===== config.mk =====
export PLATFORM = sky130hd
export DESIGN_NAME = owd_watchdog
export DESIGN_NICKNAME = d
export VERILOG_FILES = /design/src/hw/owd_pkg.sv /design/src/hw/owd_watchdog.sv
export SDC_FILE = /design/constraint.sdc
export NUM_CORES = 1
export LEC_CHECK = 0
export ABC_AREA = 0
export BUFFER_PORTS_ARGS = -buffer_cell sky130_fd_sc_hd__buf_4
export CORE_UTILIZATION = 50
export CTS_CLUSTER_SIZE = 24
export DETAILED_ROUTE_END_ITERATION = 12
export HOLD_SLACK_MARGIN = 0.03
export PLACE_DENSITY = 0.86
export SYNTH_ARGS = -nofsm -noshare
export SYNTH_HDL_FRONTEND = slang
export SYNTH_SLANG_ARGS = --single-unit

===== constraint.sdc =====
create_clock -name core_clk_in -period 2.1 [get_ports core_clk_in]
set_input_delay 0.21 -clock core_clk_in [delete_from_list [all_inputs] [get_ports core_clk_in]]
set_output_delay 0.21 -clock core_clk_in [all_outputs]
set_load 0.005 [all_outputs]

===== src/hw/owd_pkg.sv =====
`default_nettype none
package owd_pkg;

  // ------------------------------------------------------------
  // timing
  // ------------------------------------------------------------
  localparam int unsigned CORE_CLK_HZ = 25_000_000;
  localparam int unsigned CLK_PERIOD_NS = 40;
  localparam int unsigned DEC_PERIOD_CYC = 3072;
  localparam int unsigned TIMEOUT_STEPS = 64;
  localparam int unsigned REF_OSC_HZ = 8_000_000;
  localparam int unsigned DEC_TIME_US_REF = 384;
  localparam int unsigned DEC_TIME_US_CALC = (DEC_PERIOD_CYC * 1000) / (REF_OSC_HZ / 1000);
  localparam int unsigned RST_PULSE_NS = 500;
  localparam int unsigned RST_PULSE_CYC_RAW = (RST_PULSE_NS + CLK_PERIOD_NS - 1) / CLK_PERIOD_NS;
  localparam int unsigned RST_PULSE_CYC = (RST_PULSE_CYC_RAW < 1) ? 1 : RST_PULSE_CYC_RAW;

  // ------------------------------------------------------------
  // watchdog_count_register layout
  // ------------------------------------------------------------
  localparam int unsigned CNT_W = 7;
  localparam int unsigned PSC_W = 12;
  localparam int unsigned PULSE_W = 5;
  localparam int unsigned BIT_ACT = 0;
  localparam int unsigned BIT_TOP = 1;
  localparam int unsigned BIT_T_LO = 2;
  localparam int unsigned BIT_T_HI = 7;
  localparam logic [7:0] WDG_RESET_VAL = 8'hFE;
  localparam logic [CNT_W-1:0] CNT_RESET_VAL = 7'h7F;
  localparam logic [PSC_W-1:0] PSC_LAST = 12'(DEC_PERIOD_CYC - 1);
  localparam logic [PULSE_W-1:0] PULSE_LOAD = 5'(RST_PULSE_CYC);

  // ------------------------------------------------------------
  // types
  // ------------------------------------------------------------
  typedef enum logic [1:0] {
    OWD_PM_RUN  = 2'b00,
    OWD_PM_WAIT = 2'b01,
    OWD_PM_STOP = 2'b10
  } owd_pm_e;

  typedef struct packed {
    logic en;
    logic [7:0] data;
  } owd_wr_s;

  typedef struct packed {
    logic stop_instr;
    logic wait_instr;
    logic wake;
  } owd_pm_req_s;

endpackage
`default_nettype wire


===== src/hw/owd_watchdog.sv =====
`timescale 1ns/1ps
`default_nettype none
module owd_watchdog
  import owd_pkg::*;
(
  input wire logic core_clk_in,
  input wire logic sys_rst_in,
  input wire logic clk_en_in,
  input wire logic activation_option_in,
  input wire logic external_stop_gate_option_in,
  input wire logic nmi_in,
  input wire owd_wr_s wr_in,
  input wire owd_pm_req_s pm_req_in,
  output logic [7:0] watchdog_count_register_out,
  output logic wdg_active_out,
  output logic rst_pin_n_out,
  output logic wait_mode_out,
  output logic stop_mode_out
);

  // ------------------------------------------------------------
  // state
  // ------------------------------------------------------------
  logic [CNT_W-1:0] cnt_ff;
  logic act_ff;
  logic [PSC_W-1:0] psc_ff;
  logic [PULSE_W-1:0] pulse_ff;
  owd_pm_e pm_ff;
  owd_pm_e nxt_pm;
  logic pulsing;
  logic tick;
  logic running;
  logic wr_act;
  logic [CNT_W-1:0] wr_cnt;
  logic expire;

  assign pulsing = (pulse_ff != '0);
  // 3072 core cycles per step, 384 us at 8 MHz
  assign tick = (psc_ff == PSC_LAST);
  // stop freezes counting; wait has no effect on it
  assign running = (pm_ff != OWD_PM_STOP);
  assign wr_act = act_ff | wr_in.data[BIT_ACT] | activation_option_in;

  // register bits 7:2 carry count bits 0..5, bit 1 the top bit
  for (genvar g = 0; g < CNT_W - 1; g++) begin : g_wr_cnt
    assign wr_cnt[g] = wr_in.data[BIT_T_HI - g];
  end
  assign wr_cnt[CNT_W-1] = wr_in.data[BIT_TOP];

  // active with top bit clear starts the reset cycle
  assign expire = act_ff & ~cnt_ff[CNT_W-1] & ~pulsing;

  // ------------------------------------------------------------
  // prescaler: one decrement period
  // ------------------------------------------------------------
  always_ff @(posedge core_clk_in or posedge sys_rst_in) begin
    if (sys_rst_in) begin
      psc_ff <= '0;
    end else if (clk_en_in) begin
      if (pulsing || wr_in.en) begin
        psc_ff <= '0;
      end else if (running) begin
        psc_ff <= tick ? '0 : psc_ff + 12'h001;
      end
    end
  end

  // ------------------------------------------------------------
  // downcounter
  // ------------------------------------------------------------
  always_ff @(posedge core_clk_in or posedge sys_rst_in) begin
    if (sys_rst_in) begin
      cnt_ff <= CNT_RESET_VAL;
    end else if (clk_en_in) begin
      if (pulsing) begin
        cnt_ff <= CNT_RESET_VAL;
      end else if (wr_in.en) begin
        cnt_ff <= wr_cnt;
      end else if (running && tick) begin
        // wraps freely when used as a timer
        cnt_ff <= cnt_ff - 7'h01;
      end
    end
  end

  // ------------------------------------------------------------
  // activate bit
  // ------------------------------------------------------------
  always_ff @(posedge core_clk_in or posedge sys_rst_in) begin
    if (sys_rst_in) begin
      act_ff <= 1'b0;
    end else if (clk_en_in) begin
      if (activation_option_in) begin
        act_ff <= 1'b1;
      end else if (pulsing) begin
        act_ff <= 1'b0;
      end else if (wr_in.en) begin
        act_ff <= wr_act;
      end
    end
  end

  // ------------------------------------------------------------
  // reset pulse
  // ------------------------------------------------------------
  always_ff @(posedge core_clk_in or posedge sys_rst_in) begin
    if (sys_rst_in) begin
      pulse_ff <= '0;
    end else if (clk_en_in) begin
      if (expire) begin
        pulse_ff <= PULSE_LOAD;
      end else if (pulsing) begin
        pulse_ff <= pulse_ff - 5'h01;
      end
    end
  end

  // ------------------------------------------------------------
  // low power modes
  // ------------------------------------------------------------
  always_comb begin
    nxt_pm = pm_ff;
    unique case (pm_ff)
      OWD_PM_RUN: begin
        if (pm_req_in.stop_instr) begin
          if (!act_ff) begin
            nxt_pm = OWD_PM_STOP;
          end else if (!external_stop_gate_option_in || !nmi_in) begin
            nxt_pm = OWD_PM_WAIT;
          end else begin
            nxt_pm = OWD_PM_STOP;
          end
        end else if (pm_req_in.wait_instr) begin
          nxt_pm = OWD_PM_WAIT;
        end
      end
      OWD_PM_WAIT: begin
        if (pm_req_in.wake) begin
          nxt_pm = OWD_PM_RUN;
        end
      end
      OWD_PM_STOP: begin
        if (pm_req_in.wake) begin
          nxt_pm = OWD_PM_RUN;
        end
      end
      default: begin
        nxt_pm = OWD_PM_RUN;
      end
    endcase
    if (pulsing) begin
      nxt_pm = OWD_PM_RUN;
    end
  end

  always_ff @(posedge core_clk_in or posedge sys_rst_in) begin
    if (sys_rst_in) begin
      pm_ff <= OWD_PM_RUN;
    end else if (clk_en_in) begin
      pm_ff <= nxt_pm;
    end
  end

  // ------------------------------------------------------------
  // outputs
  // ------------------------------------------------------------
  // activate bit reads back the held flag, which may lag the option
  assign watchdog_count_register_out = {cnt_ff[0], cnt_ff[1], cnt_ff[2], cnt_ff[3], cnt_ff[4],
                                        cnt_ff[5], cnt_ff[CNT_W-1], act_ff};
  assign wdg_active_out = act_ff;
  assign rst_pin_n_out = ~pulsing;
  assign wait_mode_out = (pm_ff == OWD_PM_WAIT);
  assign stop_mode_out = (pm_ff == OWD_PM_STOP);

  // ------------------------------------------------------------
  // checks
  // ------------------------------------------------------------
  dec_period_a: assert property (@(posedge core_clk_in) disable iff (sys_rst_in)
    clk_en_in && tick && running && !wr_in.en && !pulsing
    |=> cnt_ff == $past(cnt_ff) - 7'h01)
    else $error("count did not step on period end");

  psc_limit_a: assert property (@(posedge core_clk_in) disable iff (sys_rst_in)
    psc_ff <= PSC_LAST)
    else $error("prescaler ran past its period");

  hw_force_a: assert property (@(posedge core_clk_in) disable iff (sys_rst_in)
    clk_en_in && activation_option_in |=> act_ff)
    else $error("hardware option left watchdog inactive");

  sw_sticky_a: assert property (@(posedge core_clk_in) disable iff (sys_rst_in)
    act_ff && !pulsing |=> act_ff)
    else $error("activate bit cleared without reset");

  expire_pulse_a: assert property (@(posedge core_clk_in) disable iff (sys_rst_in || !clk_en_in)
    act_ff && !cnt_ff[CNT_W-1] && rst_pin_n_out |=> !rst_pin_n_out [*8])
    else $error("expiry gave no reset pulse");

  pulse_len_a: assert property (@(posedge core_clk_in) disable iff (sys_rst_in)
    $rose(pulse_ff == PULSE_LOAD) |-> pulse_ff == 5'd13)
    else $error("reset pulse length wrong");

  sw_reset_a: assert property (@(posedge core_clk_in) disable iff (sys_rst_in || !clk_en_in)
    wr_in.en && !wr_in.data[BIT_TOP] && wr_act && !pulsing |-> ##2 !rst_pin_n_out)
    else $error("software reset not generated");

  write_back_a: assert property (@(posedge core_clk_in) disable iff (sys_rst_in)
    clk_en_in && wr_in.en && !pulsing
    |=> watchdog_count_register_out[7:1] == $past(wr_in.data[7:1]) && psc_ff == '0)
    else $error("write not reflected in register");

  stop_as_wait_a: assert property (@(posedge core_clk_in) disable iff (sys_rst_in)
    clk_en_in && pm_ff == OWD_PM_RUN && pm_req_in.stop_instr && act_ff && !pulsing
    && (!external_stop_gate_option_in || !nmi_in) |=> wait_mode_out && !stop_mode_out)
    else $error("stop not turned into wait");

  stop_enter_a: assert property (@(posedge core_clk_in) disable iff (sys_rst_in)
    clk_en_in && pm_ff == OWD_PM_RUN && pm_req_in.stop_instr && !pulsing
    && (!act_ff || (external_stop_gate_option_in && nmi_in)) |=> stop_mode_out)
    else $error("stop mode not entered");

  stop_freeze_a: assert property (@(posedge core_clk_in) disable iff (sys_rst_in)
    stop_mode_out && !wr_in.en && !pulsing |=> $stable(cnt_ff))
    else $error("counter moved in stop mode");

  wait_count_a: assert property (@(posedge core_clk_in) disable iff (sys_rst_in)
    clk_en_in && wait_mode_out && !pulsing && !wr_in.en && psc_ff != PSC_LAST |=> psc_ff == $past(psc_ff) + 12'h001)
    else $error("prescaler halted in wait mode");

  sw_activate_a: assert property (@(posedge core_clk_in) disable iff (sys_rst_in)
    clk_en_in && wr_in.en && wr_in.data[BIT_ACT] && !pulsing |=> act_ff)
    else $error("activate write not taken");

  sw_idle_a: assert property (@(posedge core_clk_in) disable iff (sys_rst_in)
    !activation_option_in && !act_ff && !(clk_en_in && wr_in.en && wr_in.data[BIT_ACT]) |=> !act_ff)
    else $error("watchdog activated without a write");

  pulse_cause_a: assert property (@(posedge core_clk_in) disable iff (sys_rst_in)
    $fell(rst_pin_n_out) |-> $past(act_ff) && !$past(cnt_ff[CNT_W-1]))
    else $error("reset pulse without expiry");

  pulse_step_a: assert property (@(posedge core_clk_in) disable iff (sys_rst_in)
    clk_en_in && pulsing |=> pulse_ff == $past(pulse_ff) - 5'h01)
    else $error("reset pulse counter skipped");

  pulse_reload_a: assert property (@(posedge core_clk_in) disable iff (sys_rst_in)
    clk_en_in && pulsing |=> cnt_ff == CNT_RESET_VAL && psc_ff == '0)
    else $error("count not reloaded during reset pulse");

  pulse_run_a: assert property (@(posedge core_clk_in) disable iff (sys_rst_in)
    clk_en_in && pulsing |=> pm_ff == OWD_PM_RUN)
    else $error("low power mode kept during reset pulse");

  top_set_quiet_a: assert property (@(posedge core_clk_in) disable iff (sys_rst_in)
    act_ff && cnt_ff[CNT_W-1] && !pulsing |=> rst_pin_n_out)
    else $error("reset pulse with top bit set");

  timer_quiet_a: assert property (@(posedge core_clk_in) disable iff (sys_rst_in)
    !act_ff && !pulsing |=> rst_pin_n_out)
    else $error("reset pulse while used as timer");

  count_hold_a: assert property (@(posedge core_clk_in) disable iff (sys_rst_in)
    clk_en_in && !tick && !wr_in.en && !pulsing |=> $stable(cnt_ff))
    else $error("count moved inside a period");

  psc_step_a: assert property (@(posedge core_clk_in) disable iff (sys_rst_in)
    clk_en_in && running && !tick && !wr_in.en && !pulsing |=> psc_ff == $past(psc_ff) + 12'h001)
    else $error("prescaler did not advance");

  wait_enter_a: assert property (@(posedge core_clk_in) disable iff (sys_rst_in)
    clk_en_in && pm_ff == OWD_PM_RUN && pm_req_in.wait_instr && !pm_req_in.stop_instr && !pulsing
    |=> wait_mode_out)
    else $error("wait mode not entered");

  wake_run_a: assert property (@(posedge core_clk_in) disable iff (sys_rst_in)
    clk_en_in && pm_ff != OWD_PM_RUN && pm_req_in.wake |=> !wait_mode_out && !stop_mode_out)
    else $error("wake did not return to run");

  stop_hold_a: assert property (@(posedge core_clk_in) disable iff (sys_rst_in)
    stop_mode_out && !wr_in.en && !pulsing |=> $stable(psc_ff))
    else $error("prescaler moved in stop mode");

endmodule // owd_watchdog
`default_nettype wire


======== Word level (Yosys, flattened, before mapping) ========
Cells that the tools add are included.
Widths: inputs -> output; s select.
word-level totals
  bits in registers ....................... 27
  bits in latches ......................... 0
  RAM bits ................................ 0
  bits in read-only memories .............. 0
  output and inout port bits .............. 12
  memories ................................ 0
cells by class
  add/subtract/negate cells ............... 3
  multiply operators ...................... 0
  div/mod/pow operators ................... 0
  magnitude comparators ................... 0
  equality and inequality tests ........... 6
  shift operators ......................... 0
  multiplexer cells ....................... 18
  bitwise gates (word level) .............. 6
  reductions and logical operators ........ 17
operator list
  kind                   number
  $mux 12                3
  $mux 7                 3
  $add 12x1->12 const B  1
  $eq 12x12->1 const B   1
  $mux 2                 6
  $mux 5                 2
  $reduce_and 2->1       4
  $sub 7x1->7 const B    1
  $reduce_bool 3->1      2
  $reduce_bool 5->1      1
  $sub 5x1->5 const B    1
  $ne 4x4->1 const B     1
  $pmux 2 s2             1
  $reduce_bool 2->1      2
  $mux 1                 3
  $ne 3x1->1 const B     1
  $reduce_and 3->1       1
  $and 1x1->1            2
  $eq 2x1->1 const B     1
  $eq 2x2->1 const B     1
  $logic_not 1->1        2
  $logic_not 2->1        1
  $logic_or 1x1->1       2
  $ne 2x2->1 const B     1
  other kinds (4)        6

======== Depth between registers and ports, before layout ========
Gate-level depths: netlist (run 1).
  depth after elaboration ................. 7
  gate-level depth with buffers ........... 8
  mapped depth without buffers ............ 7

======== Least setup slack after synthesis (run 1) ========
No wires, ideal clock.
  kind .................................... register to register
  from .................................... register pm_ff[0]
  to ...................................... register cnt_ff[2]
  library setup time ...................... 0.083 ns
  arrival time ............................ 2.064 ns
  required time ........................... 2.017 ns
  slack ................................... -0.047 ns
  stages on the path, launching flop included .. 8
  path buffers ............................ 1
  cell sequence ........................... dfrtp_1 -> inv_1 -> ha_1 -> or3b_1 -> or4_1 -> buf_6 -> a21o_4 -> o32a_1
between the ends
  word-level cells in the longest chain between the ends .. 4
ends and longest elaborated chain
  element                             line                 text
  from (decl)                         owd_watchdog.sv:28   owd_pm_e pm_ff;
  from (signal assigned)              owd_watchdog.sv:160  pm_ff <= nxt_pm;
  $ne 2x2->1                          owd_watchdog.sv:41   assign running = (pm_ff != OWD_PM_STOP);
  $logic_and 1x1->1                   owd_watchdog.sv:79   end else if (running && tick) begin
  $reduce_bool 3->1 (no source line)  --
  $reduce_and 2->1 (no source line)   --
  to (signal assigned)                owd_watchdog.sv:78   cnt_ff <= wr_cnt;
  to (signal assigned)                owd_watchdog.sv:81   cnt_ff <= cnt_ff - 7'h01;
  to (decl)                           owd_watchdog.sv:24   logic [CNT_W-1:0] cnt_ff;
No other way between the ends.
A chain may end at the register's enable or synchronous reset.

======== Worst setup path after layout (run 1) ========
  from .................................... register pm_ff[0]
  to ...................................... register cnt_ff[4]
The elaborated chain is that of the path after synthesis.

==> results.cfg, run 1 <==
[run_status]
status = finished, final reports clean

[synthesis]
yosysSeqAreaShare_pct = 40.3
syn_avg_cell_area_sq_um = 9.28
netlist_area_sq_um = 1700
ys_warn_count = 0
synth.distinct_cells = 53
synthArstFlopShare_pct = 100
synth_nets = 207
syn-instance-count = 183
synth_flop_cell = dfrtp_1
synth_seq_cells = 27
synth_edf_count = 0

[clocking]
clock_latency_ns = 0.33
numClockSinks = 27
h-tree-depth = 1
cts_buffer_depth = 2
clk_pin_slew_ns = 0.16
cts_root_buf = clkbuf_4
numCtsBuffers = 3
cts_tree = yes

[sta]
hold_violations = 0
fin_skew_ns = 0.00649
finalCritPeriodShare_pct = 99.3
period_needed_ns = 2.08
setup_viol = 0
drv_slew = 0
slew_headroom_pct = 66.5
grt_setup_unrepaired = yes
worst_slack_ns = 0.0156
timing.fmax_mhz = 480
worstMarginPinSlew_ns = 0.501
whs_ns = 0.110

[worst_setup_path]
critical_path_buf_inv_count = 1
cp_top_family = simple AND/OR/NAND/NOR gates
slowest_stage = or4_4
crit_chain = inv_2, ha_2, or3b_1, or4_4, a21o_4, o32a_1
path_max_fanout = 5
cp-start-kind = flip-flop
required_ns = 2.37
max_stage_delay_ns = 0.48
worstPathArrival_ns = 2.36
worstSetupPathType = reg -> reg
critPathCaptureType = flip-flop

[floorplanning]
fp.dieH_um = 60.3
core_region_area_sq_um = 3130
die_x_um = 60.3
pin_count = 30
rows = 20
start_util_pct = 54.3
die_area_sq_um = 3640

[route]
routed_via_density = 5.80
routed_wl_um = 4160
firstDrtPassIters = 4
drc_errors = 0
antenna_left = 0
drtIter0Drc = 71
dr_total_vias = 1584
wl_per_cell_um = 15.2

[cells_and_area]
instances_no_fill = 273
n_antenna_cell = 0
syn2layout_area_growth_pct = 27.2
fillerInstances = 223
drive_gt1_share_pct = 37.6
nets = 254

[global_routing]
antenna_found_initial = 0
track_usage_pct = 24.2
grt_max_degree = 28
grt_pass1_wl_um = 6490
overflow = 0
grt_pass1_vias = 1403

[power_and_ir_drop]
power.total_mw = 1.67
powerDensity_nw_per_um2 = 771
ir_drop_uv = 572
leakagePower_nw = 0.945

[place]
gp_congestion = 0.834
port_buffers = 29
dp.cells = 262
place_ws_ns = -0.0311
dpl.hpwl_um = 2790

[min_path]
hold_path_class = in -> reg

[run]
maxCapViolCount = 0
[through the flow]
stage	util, %	cell area, sq um	setup TNS [ns]
after CTS	66.0	2070	-0.0133
after global routing	69.1	2160	-0.310
after global placement	64.2	2010	0
after detailed placement	64.2	2010	-0.108
after floorplan	-	1700	0
final	69.1	2160	0
[flip-flops by register name (all words and copies together) (netlist names)]
| signal | flops |
|---|---|
| cnt_ff | 7 |
| pm_ff | 2 |
| psc_ff | 12 |
| pulse_ff | 5 |
| wdg_active_out | 1 |
[power by group]
| part | internal (mW) | switching [mW] |
|---|---|---|
| Sequential | 0.615 | 0.0853 |
| Combinational | 0.380 | 0.347 |
| Clock | 0.0728 | 0.168 |
| Total | 1.07 | 0.600 |
[cells in the final DEF (no fill, tap or decap), types with 3 or more instances in the layout]
cell type	count
xnor2_1	3
nand2_1	14
xor2_1	3
buf_4	48
o31ai_1	4
nand3_1	7
ha_1	4
inv_1	9
a21oi_1	6
inv_2	3
dfrtp_1	20
clkbuf_4	3
nand2b_1	3
nor2_1	16
a211oi_2	3
a31oi_1	4
o32a_1	3
a211oi_1	8
dfstp_2	7
o21ai_0	9
nor3_1	5
[what timing repair did]
action,in CTS,in global routing
hold endpoints to repair,20,0
gates resized for setup,6,15
hold buffers,1,0
setup buffers,0,6
pin swaps,1,2
endpoints found under the setup margin,14,14
[cell usage after synthesis (all sizes together), types with 4 or more instances]
master,number,area (sq um)
dfrtp,20,500
nor2,17,66.3
nand2,14,52.6
inv,13,48.8
a211oi,11,82.6
o21ai,9,45.0
a21oi,8,43.8
dfstp,7,184
nand3,7,35.0
ha,6,75.1
nor3,6,30.0
clkbuf,5,48.8
a31oi,4,25.0
buf,4,28.8
o31ai,4,30.0
[path summary, 6_finish.rpt]
check                                            from                         end  slack, ns  cells past startpoint
worst max-delay path             pm_ff[0]$_DFFE_PP0P_       cnt_ff[4]$_DFFE_PP1P_       0.02                      6
worst min-delay path             activation_option_in  wdg_active_out$_DFFE_PP0P_       0.11                      2
worst max register to register   pm_ff[0]$_DFFE_PP0P_       cnt_ff[4]$_DFFE_PP1P_       0.02                      6
worst min register to register  cnt_ff[5]$_DFFE_PP1P_       cnt_ff[5]$_DFFE_PP1P_       0.50                      2
max in group asynchronous                  sys_rst_in       cnt_ff[6]$_DFFE_PP1P_       1.29                      4
min in group asynchronous                  sys_rst_in        pm_ff[1]$_DFFE_PP0P_       0.51                      4
[cell type report]
class / count / area (sq um) / share of cell area, %
clock buffers: 3 / 22.5 / 1.04
clock inverters: 1 / 7.51 / 0.347
well taps: 44 / 55.1 / 2.55
repair buffers: 51 / 393 / 18.2
flip-flops and latches: 27 / 684 / 31.7
inverters: 13 / 53.8 / 2.49
multi-input cells: 134 / 946 / 43.8
[kinds of logic after synthesis]
| family | after synthesis | share of synthesized area (%) |
|---|---|---|
| DFF | 27 | 40.3 |
| xor gates and xnor gates | 6 | 3.09 |
| buffers and inverters | 22 | 7.44 |
| adders and majority gates | 6 | 4.42 |
| muxes | 3 | 1.84 |
| and+or+nand+nor | 67 | 21.1 |
| AOI/OAI and AO/OA | 52 | 21.9 |
[layer usage]
metal | vias to the layer above | track usage [%] | wire (um)
met4 | 0 | 7.31 | 34
met2 | 65 | 37.8 | 2040
met5 | - | 0 | 0
met3 | 4 | 2.81 | 242
li1 | 762 | - | -
met1 | 753 | 34.9 | 1840
No activity file was read; power rests on OpenSTA's default activity.
==> run 2, diff against run 1 <==
--- a/config.mk
+++ b/config.mk
@@ -7,11 +7,11 @@
 export LEC_CHECK = 0
 export ABC_AREA = 0
 export BUFFER_PORTS_ARGS = -buffer_cell sky130_fd_sc_hd__buf_4
-export CORE_UTILIZATION = 50
+export CORE_UTILIZATION = 40
 export CTS_CLUSTER_SIZE = 24
 export DETAILED_ROUTE_END_ITERATION = 12
 export HOLD_SLACK_MARGIN = 0.03
-export PLACE_DENSITY = 0.86
+export PLACE_DENSITY = 0.74
 export SYNTH_ARGS = -nofsm -noshare
 export SYNTH_HDL_FRONTEND = slang
 export SYNTH_SLANG_ARGS = --single-unit
==> run 2 against run 1 <==
Final area grew 3.7%. Sequential share of layout area shrank 1.1 points. Wire length shrank 3.7%. Clock power grew 29%. Power grew 4.0%. First-iteration DRC count shrank 27%. Cell count grew 3.7%. Register-to-register slack is essentially flat. Sequential power shrank 0.7%. Utilization shrank 13 points. Die area grew 24%. Count of clock-buffer cells in the layout is the same.
==> results.cfg, run 2 (synthesized netlist as in run 1, its figures left out) <==
[run_status]
status = finished, final reports clean

[clocking]
numCtsBuffers = 3
cts_tree = yes
cts_buffer_depth = 2
cts_root_buf = clkbuf_8
numClockSinks = 27
h-tree-depth = 1
clock_latency_ns = 0.28
clk_pin_slew_ns = 0.10

[sta]
timing.fmax_mhz = 483
hold_violations = 0
grt_setup_unrepaired = yes
fin_skew_ns = 0.00266
drv_slew = 0
worst_slack_ns = 0.0300
worstMarginPinSlew_ns = 0.700
finalCritPeriodShare_pct = 98.6
setup_viol = 0
slew_headroom_pct = 53.0
period_needed_ns = 2.07

[worst_setup_path]
reg2reg_depth = 6
critPathCaptureType = flip-flop
required_ns = 2.31
worstSetupPathType = reg -> reg
cp-start-kind = flip-flop
r2r-end = cnt_ff[3]$_DFFE_PP1P_
crit_chain = inv_2, ha_2, or3b_1, or4_4, a21o_4, o32a_1
path_max_fanout = 5
max_stage_delay_ns = 0.47
worstPathArrival_ns = 2.28
critical_path_buf_inv_count = 1
r2r_slack_ns = 0.03
r2r-start = pm_ff[0]$_DFFE_PP0P_
cp_top_family = simple AND/OR/NAND/NOR gates
slowest_stage = or4_4

[floorplanning]
core_region_area_sq_um = 4030
start_util_pct = 42.2
die_x_um = 67.2
die_area_sq_um = 4510
pin_count = 30
fp.dieH_um = 67.2
rows = 23

[cells_and_area]
syn2layout_area_growth_pct = 32.0
nets = 258
final_cell_mix = buf_4, dfrtp_1, nor2_1, nand2_1, inv_1
top_regs = psc_ff: 12 flops, cnt_ff: 7 flops, pulse_ff: 5 flops
fillerInstances = 377
regMostFlops = psc_ff
drive_gt1_share_pct = 39.1
layout_commonest_cell = buf_4
largest_reg_flops = 12
n_antenna_cell = 0
finalInstanceArea_sq_um = 2240

[place]
place_ws_ns = 0.00195
port_buffers = 29
placed_area_sq_um = 2040
dpl.hpwl_um = 2910
gp_congestion = 0.837

[route]
routed_wl_um = 4000
drc_errors = 0
routed_via_density = 5.57
dr_total_vias = 1577
drtIter0Drc = 52
firstDrtPassIters = 4
antenna_left = 0
wl_per_cell_um = 14.1

[power_and_ir_drop]
leakagePower_nw = 0.982
switchingPower_mw = 0.601
p_comb_share_pct = 42.2
power.total_mw = 1.73
netSwitchingFraction_pct = 34.7
powerDensity_nw_per_um2 = 774
power.internal_mw = 1.13
p_clk_share_pct = 17.8
p_seq_share_pct = 40.0
ir_drop_uv = 496

[min_path]
hold_path_class = in -> reg
hold_end = wdg_active_out$_DFFE_PP0P_
hold_start = activation_option_in
holdPathStages = 2

[run]
maxCapViolCount = 0

[global_routing]
grt_max_degree = 18
antenna_found_initial = 0
grt_pass1_wl_um = 6360
grt_pass1_vias = 1398
track_usage_pct = 18.6
overflow = 0
## run 2: cell count changes in the layout (fill, tap and decap cells not counted), sizes merged
cell / previous run / this run
buf: 50 / 54
clkinvlp: 1 / 0
inv: 12 / 13
## run 2: power by group through the flow
stage	Sequential, mW	Clock [mW]	Combinational [mW]
global route	0.706	0.332	0.820
global placement	0.699	0	0.586
finish	0.695	0.309	0.731
CTS	0.692	0.317	0.623
floorplan	0.688	0	0.381
detailed placement	0.701	0	0.597
## run 2: area by class of cell
cell class	count	area (sq um)	share of cell area (%)
flip-flops and latches	27	684	30.5
repair buffers	55	434	19.4
multi-input cells	134	963	43.0
clock buffers	3	41.3	1.84
well taps	50	62.6	2.79
clock inverters	1	5.00	0.223
inverters	13	51.3	2.29
## run 2: worst max-delay path by stage
stage | from | endpoint | slack, ns | depth (start not counted)
2_1_floorplan | pm_ff[0]$_DFFE_PP0P_ | cnt_ff[2]$_DFFE_PP1P_ | 0.01 | 7
3_3_place_gp | pm_ff[1]$_DFFE_PP0P_ | cnt_ff[3]$_DFFE_PP1P_ | 0.04 | 5
3_5_place_dp | pm_ff[1]$_DFFE_PP0P_ | cnt_ff[2]$_DFFE_PP1P_ | 0.002 | 5
4_1_cts | pulse_ff[0]$_DFFE_PP0P_ | rst_pin_n_out | 0.002 | 6
5_1_grt | pm_ff[0]$_DFFE_PP0P_ | cnt_ff[3]$_DFFE_PP1P_ | -0.02 | 6
6_report | pm_ff[0]$_DFFE_PP0P_ | cnt_ff[3]$_DFFE_PP1P_ | 0.03 | 6
## run 2: metal layers
| metal | wire [um] | GRT usage, % | up-vias |
|---|---|---|---|
| li1 | - | - | 775 |
| met2 | 1940 | 30.3 | 35 |
| met1 | 1900 | 26.0 | 763 |
| met5 | 0 | 0 | - |
| met4 | 34 | 4.79 | 0 |
| met3 | 129 | 2.53 | 4 |
## run 2: timing repair
action,in CTS,in global routing
resized for setup,2,23
setup buffers,2,5
hold buffers,1,0
hold endpoints to repair,10,0
endpoints found under the setup margin,5,8
pin swaps,0,3
## run 2: worst register-to-register path, stage by stage, from the launching register on
cell and delay, ns:
dfrtp_1 0.38, inv_2 0.05, ha_2 0.16, or3b_1 0.35, or4_4 0.47, a21o_4 0.26, o32a_1 0.34
## run 2: stage by stage
stage,setup TNS [ns],hold slack [ns],utilization (%),cells
floorplan,0,0.258,-,183
detailed placement,0,0.227,50.6,271
finish,0,0.165,55.7,283
global route,-0.0602,0.183,55.7,283
CTS,0,0.164,52.5,278
global placement,0,0.224,50.6,271
==> run 3, diff against run 2 <==
--- a/config.mk
+++ b/config.mk
@@ -7,11 +7,12 @@
 export LEC_CHECK = 0
 export ABC_AREA = 0
 export BUFFER_PORTS_ARGS = -buffer_cell sky130_fd_sc_hd__buf_4
-export CORE_UTILIZATION = 40
+export CORE_UTILIZATION = 45
 export CTS_CLUSTER_SIZE = 24
 export DETAILED_ROUTE_END_ITERATION = 12
 export HOLD_SLACK_MARGIN = 0.03
-export PLACE_DENSITY = 0.74
+export PLACE_DENSITY = 0.8
+export SKIP_LAST_GASP = 1
 export SYNTH_ARGS = -nofsm -noshare
 export SYNTH_HDL_FRONTEND = slang
 export SYNTH_SLANG_ARGS = --single-unit
==> run 3 against run 2 <==
The run now ends with setup timing left. Power down 4.0%. Critical path type unchanged. Largest power group is now registers. Register-to-register slack worse by 0.04 ns. Sequential power about the same. Hold slack worse by 0.15 ns. First-iteration DRC count up 110%. Largest cell class unchanged.
==> results.cfg, run 3 (synthesized netlist as in run 1, its figures left out) <==
[cells_and_area]
top_regs = psc_ff: 12 flops, cnt_ff: 7 flops, pulse_ff: 5 flops
register_area_sq_um = 684
largest_reg_flops = 12
multiInputGateArea_sq_um = 918
n_antenna_cell = 0
fillerInstances = 310
drive_gt1_share_pct = 34.2
nets = 253
final_cell_mix = buf_4, dfrtp_1, nor2_1, nand2_1, inv_1
syn2layout_area_growth_pct = 25.8
regMostFlops = psc_ff
layout_commonest_cell = buf_4
finalInstanceArea_sq_um = 2140

[power_and_ir_drop]
leakagePower_nw = 0.946
powerDensity_nw_per_um2 = 779
ir_drop_uv = 592
power.total_mw = 1.67

[worst_setup_path]
required_ns = 2.30
r2r-end = cnt_ff[3]$_DFFE_PP1P_
critPathCaptureType = flip-flop
cp-start-kind = flip-flop
reg2reg_depth = 5
worstSetupPathType = reg -> reg
path_max_fanout = 7
r2r-start = pm_ff[1]$_DFFE_PP0P_
r2r_slack_ns = -0.006
worstPathArrival_ns = 2.31

[global_routing]
grt_pass1_wl_um = 6870
overflow = 0
track_usage_pct = 21.7
grt_pass1_vias = 1467
grt_max_degree = 18
antenna_found_initial = 0

[clocking]
clk_pin_slew_ns = 0.10
cts_buffer_depth = 2
cts_tree = yes
clock_latency_ns = 0.28
numClockSinks = 27
h-tree-depth = 1
cts_root_buf = clkbuf_8
numCtsBuffers = 3

[run_status]
status = finished with violations
violations = setup timing

[route]
dr_total_vias = 1601
wl_per_cell_um = 14.6
firstDrtPassIters = 4
drtIter0Drc = 107
drc_errors = 0
routed_via_density = 5.84
routed_wl_um = 3990
antenna_left = 0

[floorplanning]
rows = 21
fp.dieH_um = 63.4
die_area_sq_um = 4030
die_x_um = 63.4
start_util_pct = 49.0
pin_count = 30
core_region_area_sq_um = 3470

[sta]
worstMarginPinSlew_ns = 0.674
timing.fmax_mhz = 475
period_needed_ns = 2.11
grt_setup_unrepaired = yes
slew_headroom_pct = 55.0
worst_slack_ns = -0.00615
finalCritPeriodShare_pct = 100
setup_viol = 3
setup_tns_ns = -0.0136
fin_skew_ns = 0.0109
drv_slew = 0
hold_violations = 0

[place]
port_buffers = 29
dpl.hpwl_um = 2940
placed_area_sq_um = 2020
gp_congestion = 0.850

[min_path]
hold_path_class = in -> async

[run]
maxCapViolCount = 0
[run 3: cell type report]
cell class                      count  share of cell area (%)
Clock buffer                        3                    1.93
Clock inverter                      1                   0.234
Multi-Input combinational cell    134                    43.0
Sequential cell                    27                    32.0
Inverter                           13                    2.40
Tap cell                           46                    2.69
Timing Repair Buffer               50                    17.7
[run 3: timing repair]
item                                   in CTS  in global routing
hold buffers                                0                  0
pin swaps                                   0                  1
gates resized for setup                     3                  7
setup endpoints to repair                  15                 11
buffers inserted                            0                  5
endpoints found under the hold margin       0                  0
[run 3: routing by layer]
layer / vias up / track usage, % / wire length (um)
met5: - / 0 / 0
met1: 755 / 29.6 / 1750
met2: 64 / 34.8 / 1970
met3: 12 / 2.90 / 200
li1: 770 / - / -
met4: 0 / 8.24 / 74
[run 3: worst max-delay path, cell delays in order, from the launching register on]
cell and delay [ns]:
dfrtp_1 0.43, ha_4 0.17, or3b_1 0.35, or4_4 0.49
a21o_4 0.27, o32a_1 0.32
[run 3: through the flow]
stage / hold slack, ns / worst slack (ns) / std cells / utilization, %
final: 0.0191 / -0.00615 / 274 / 61.6
after floorplan: 0.258 / 0.0114 / 183 / -
after global placement: 0.343 / -0.00994 / 265 / 58.2
after CTS: 0.0355 / -0.00274 / 269 / 59.7
after global routing: 0.0751 / -0.0544 / 274 / 61.6
after detailed placement: 0.347 / -0.0574 / 265 / 58.2
[run 3: how the worst max path moves through the flow]
stage	start	end	slack (ns)	cells after the start
after floorplan	pm_ff[0]$_DFFE_PP0P_	cnt_ff[2]$_DFFE_PP1P_	0.01	7
after global placement	pm_ff[1]$_DFFE_PP0P_	cnt_ff[3]$_DFFE_PP1P_	-0.01	5
after detailed placement	pm_ff[0]$_DFFE_PP0P_	cnt_ff[3]$_DFFE_PP1P_	-0.06	6
after CTS	pm_ff[1]$_DFFE_PP0P_	cnt_ff[3]$_DFFE_PP1P_	-0.003	5
after global routing	pm_ff[1]$_DFFE_PP0P_	cnt_ff[4]$_DFFE_PP1P_	-0.05	5
final	pm_ff[1]$_DFFE_PP0P_	cnt_ff[3]$_DFFE_PP1P_	-0.006	5
[run 3: where the power goes]
part           internal [mW]  leakage [nW]  switching [mW]
sequential             0.615         0.342          0.0787
clock                  0.133        0.0255           0.166
combinational          0.344         0.578           0.330
total                   1.09         0.946           0.574
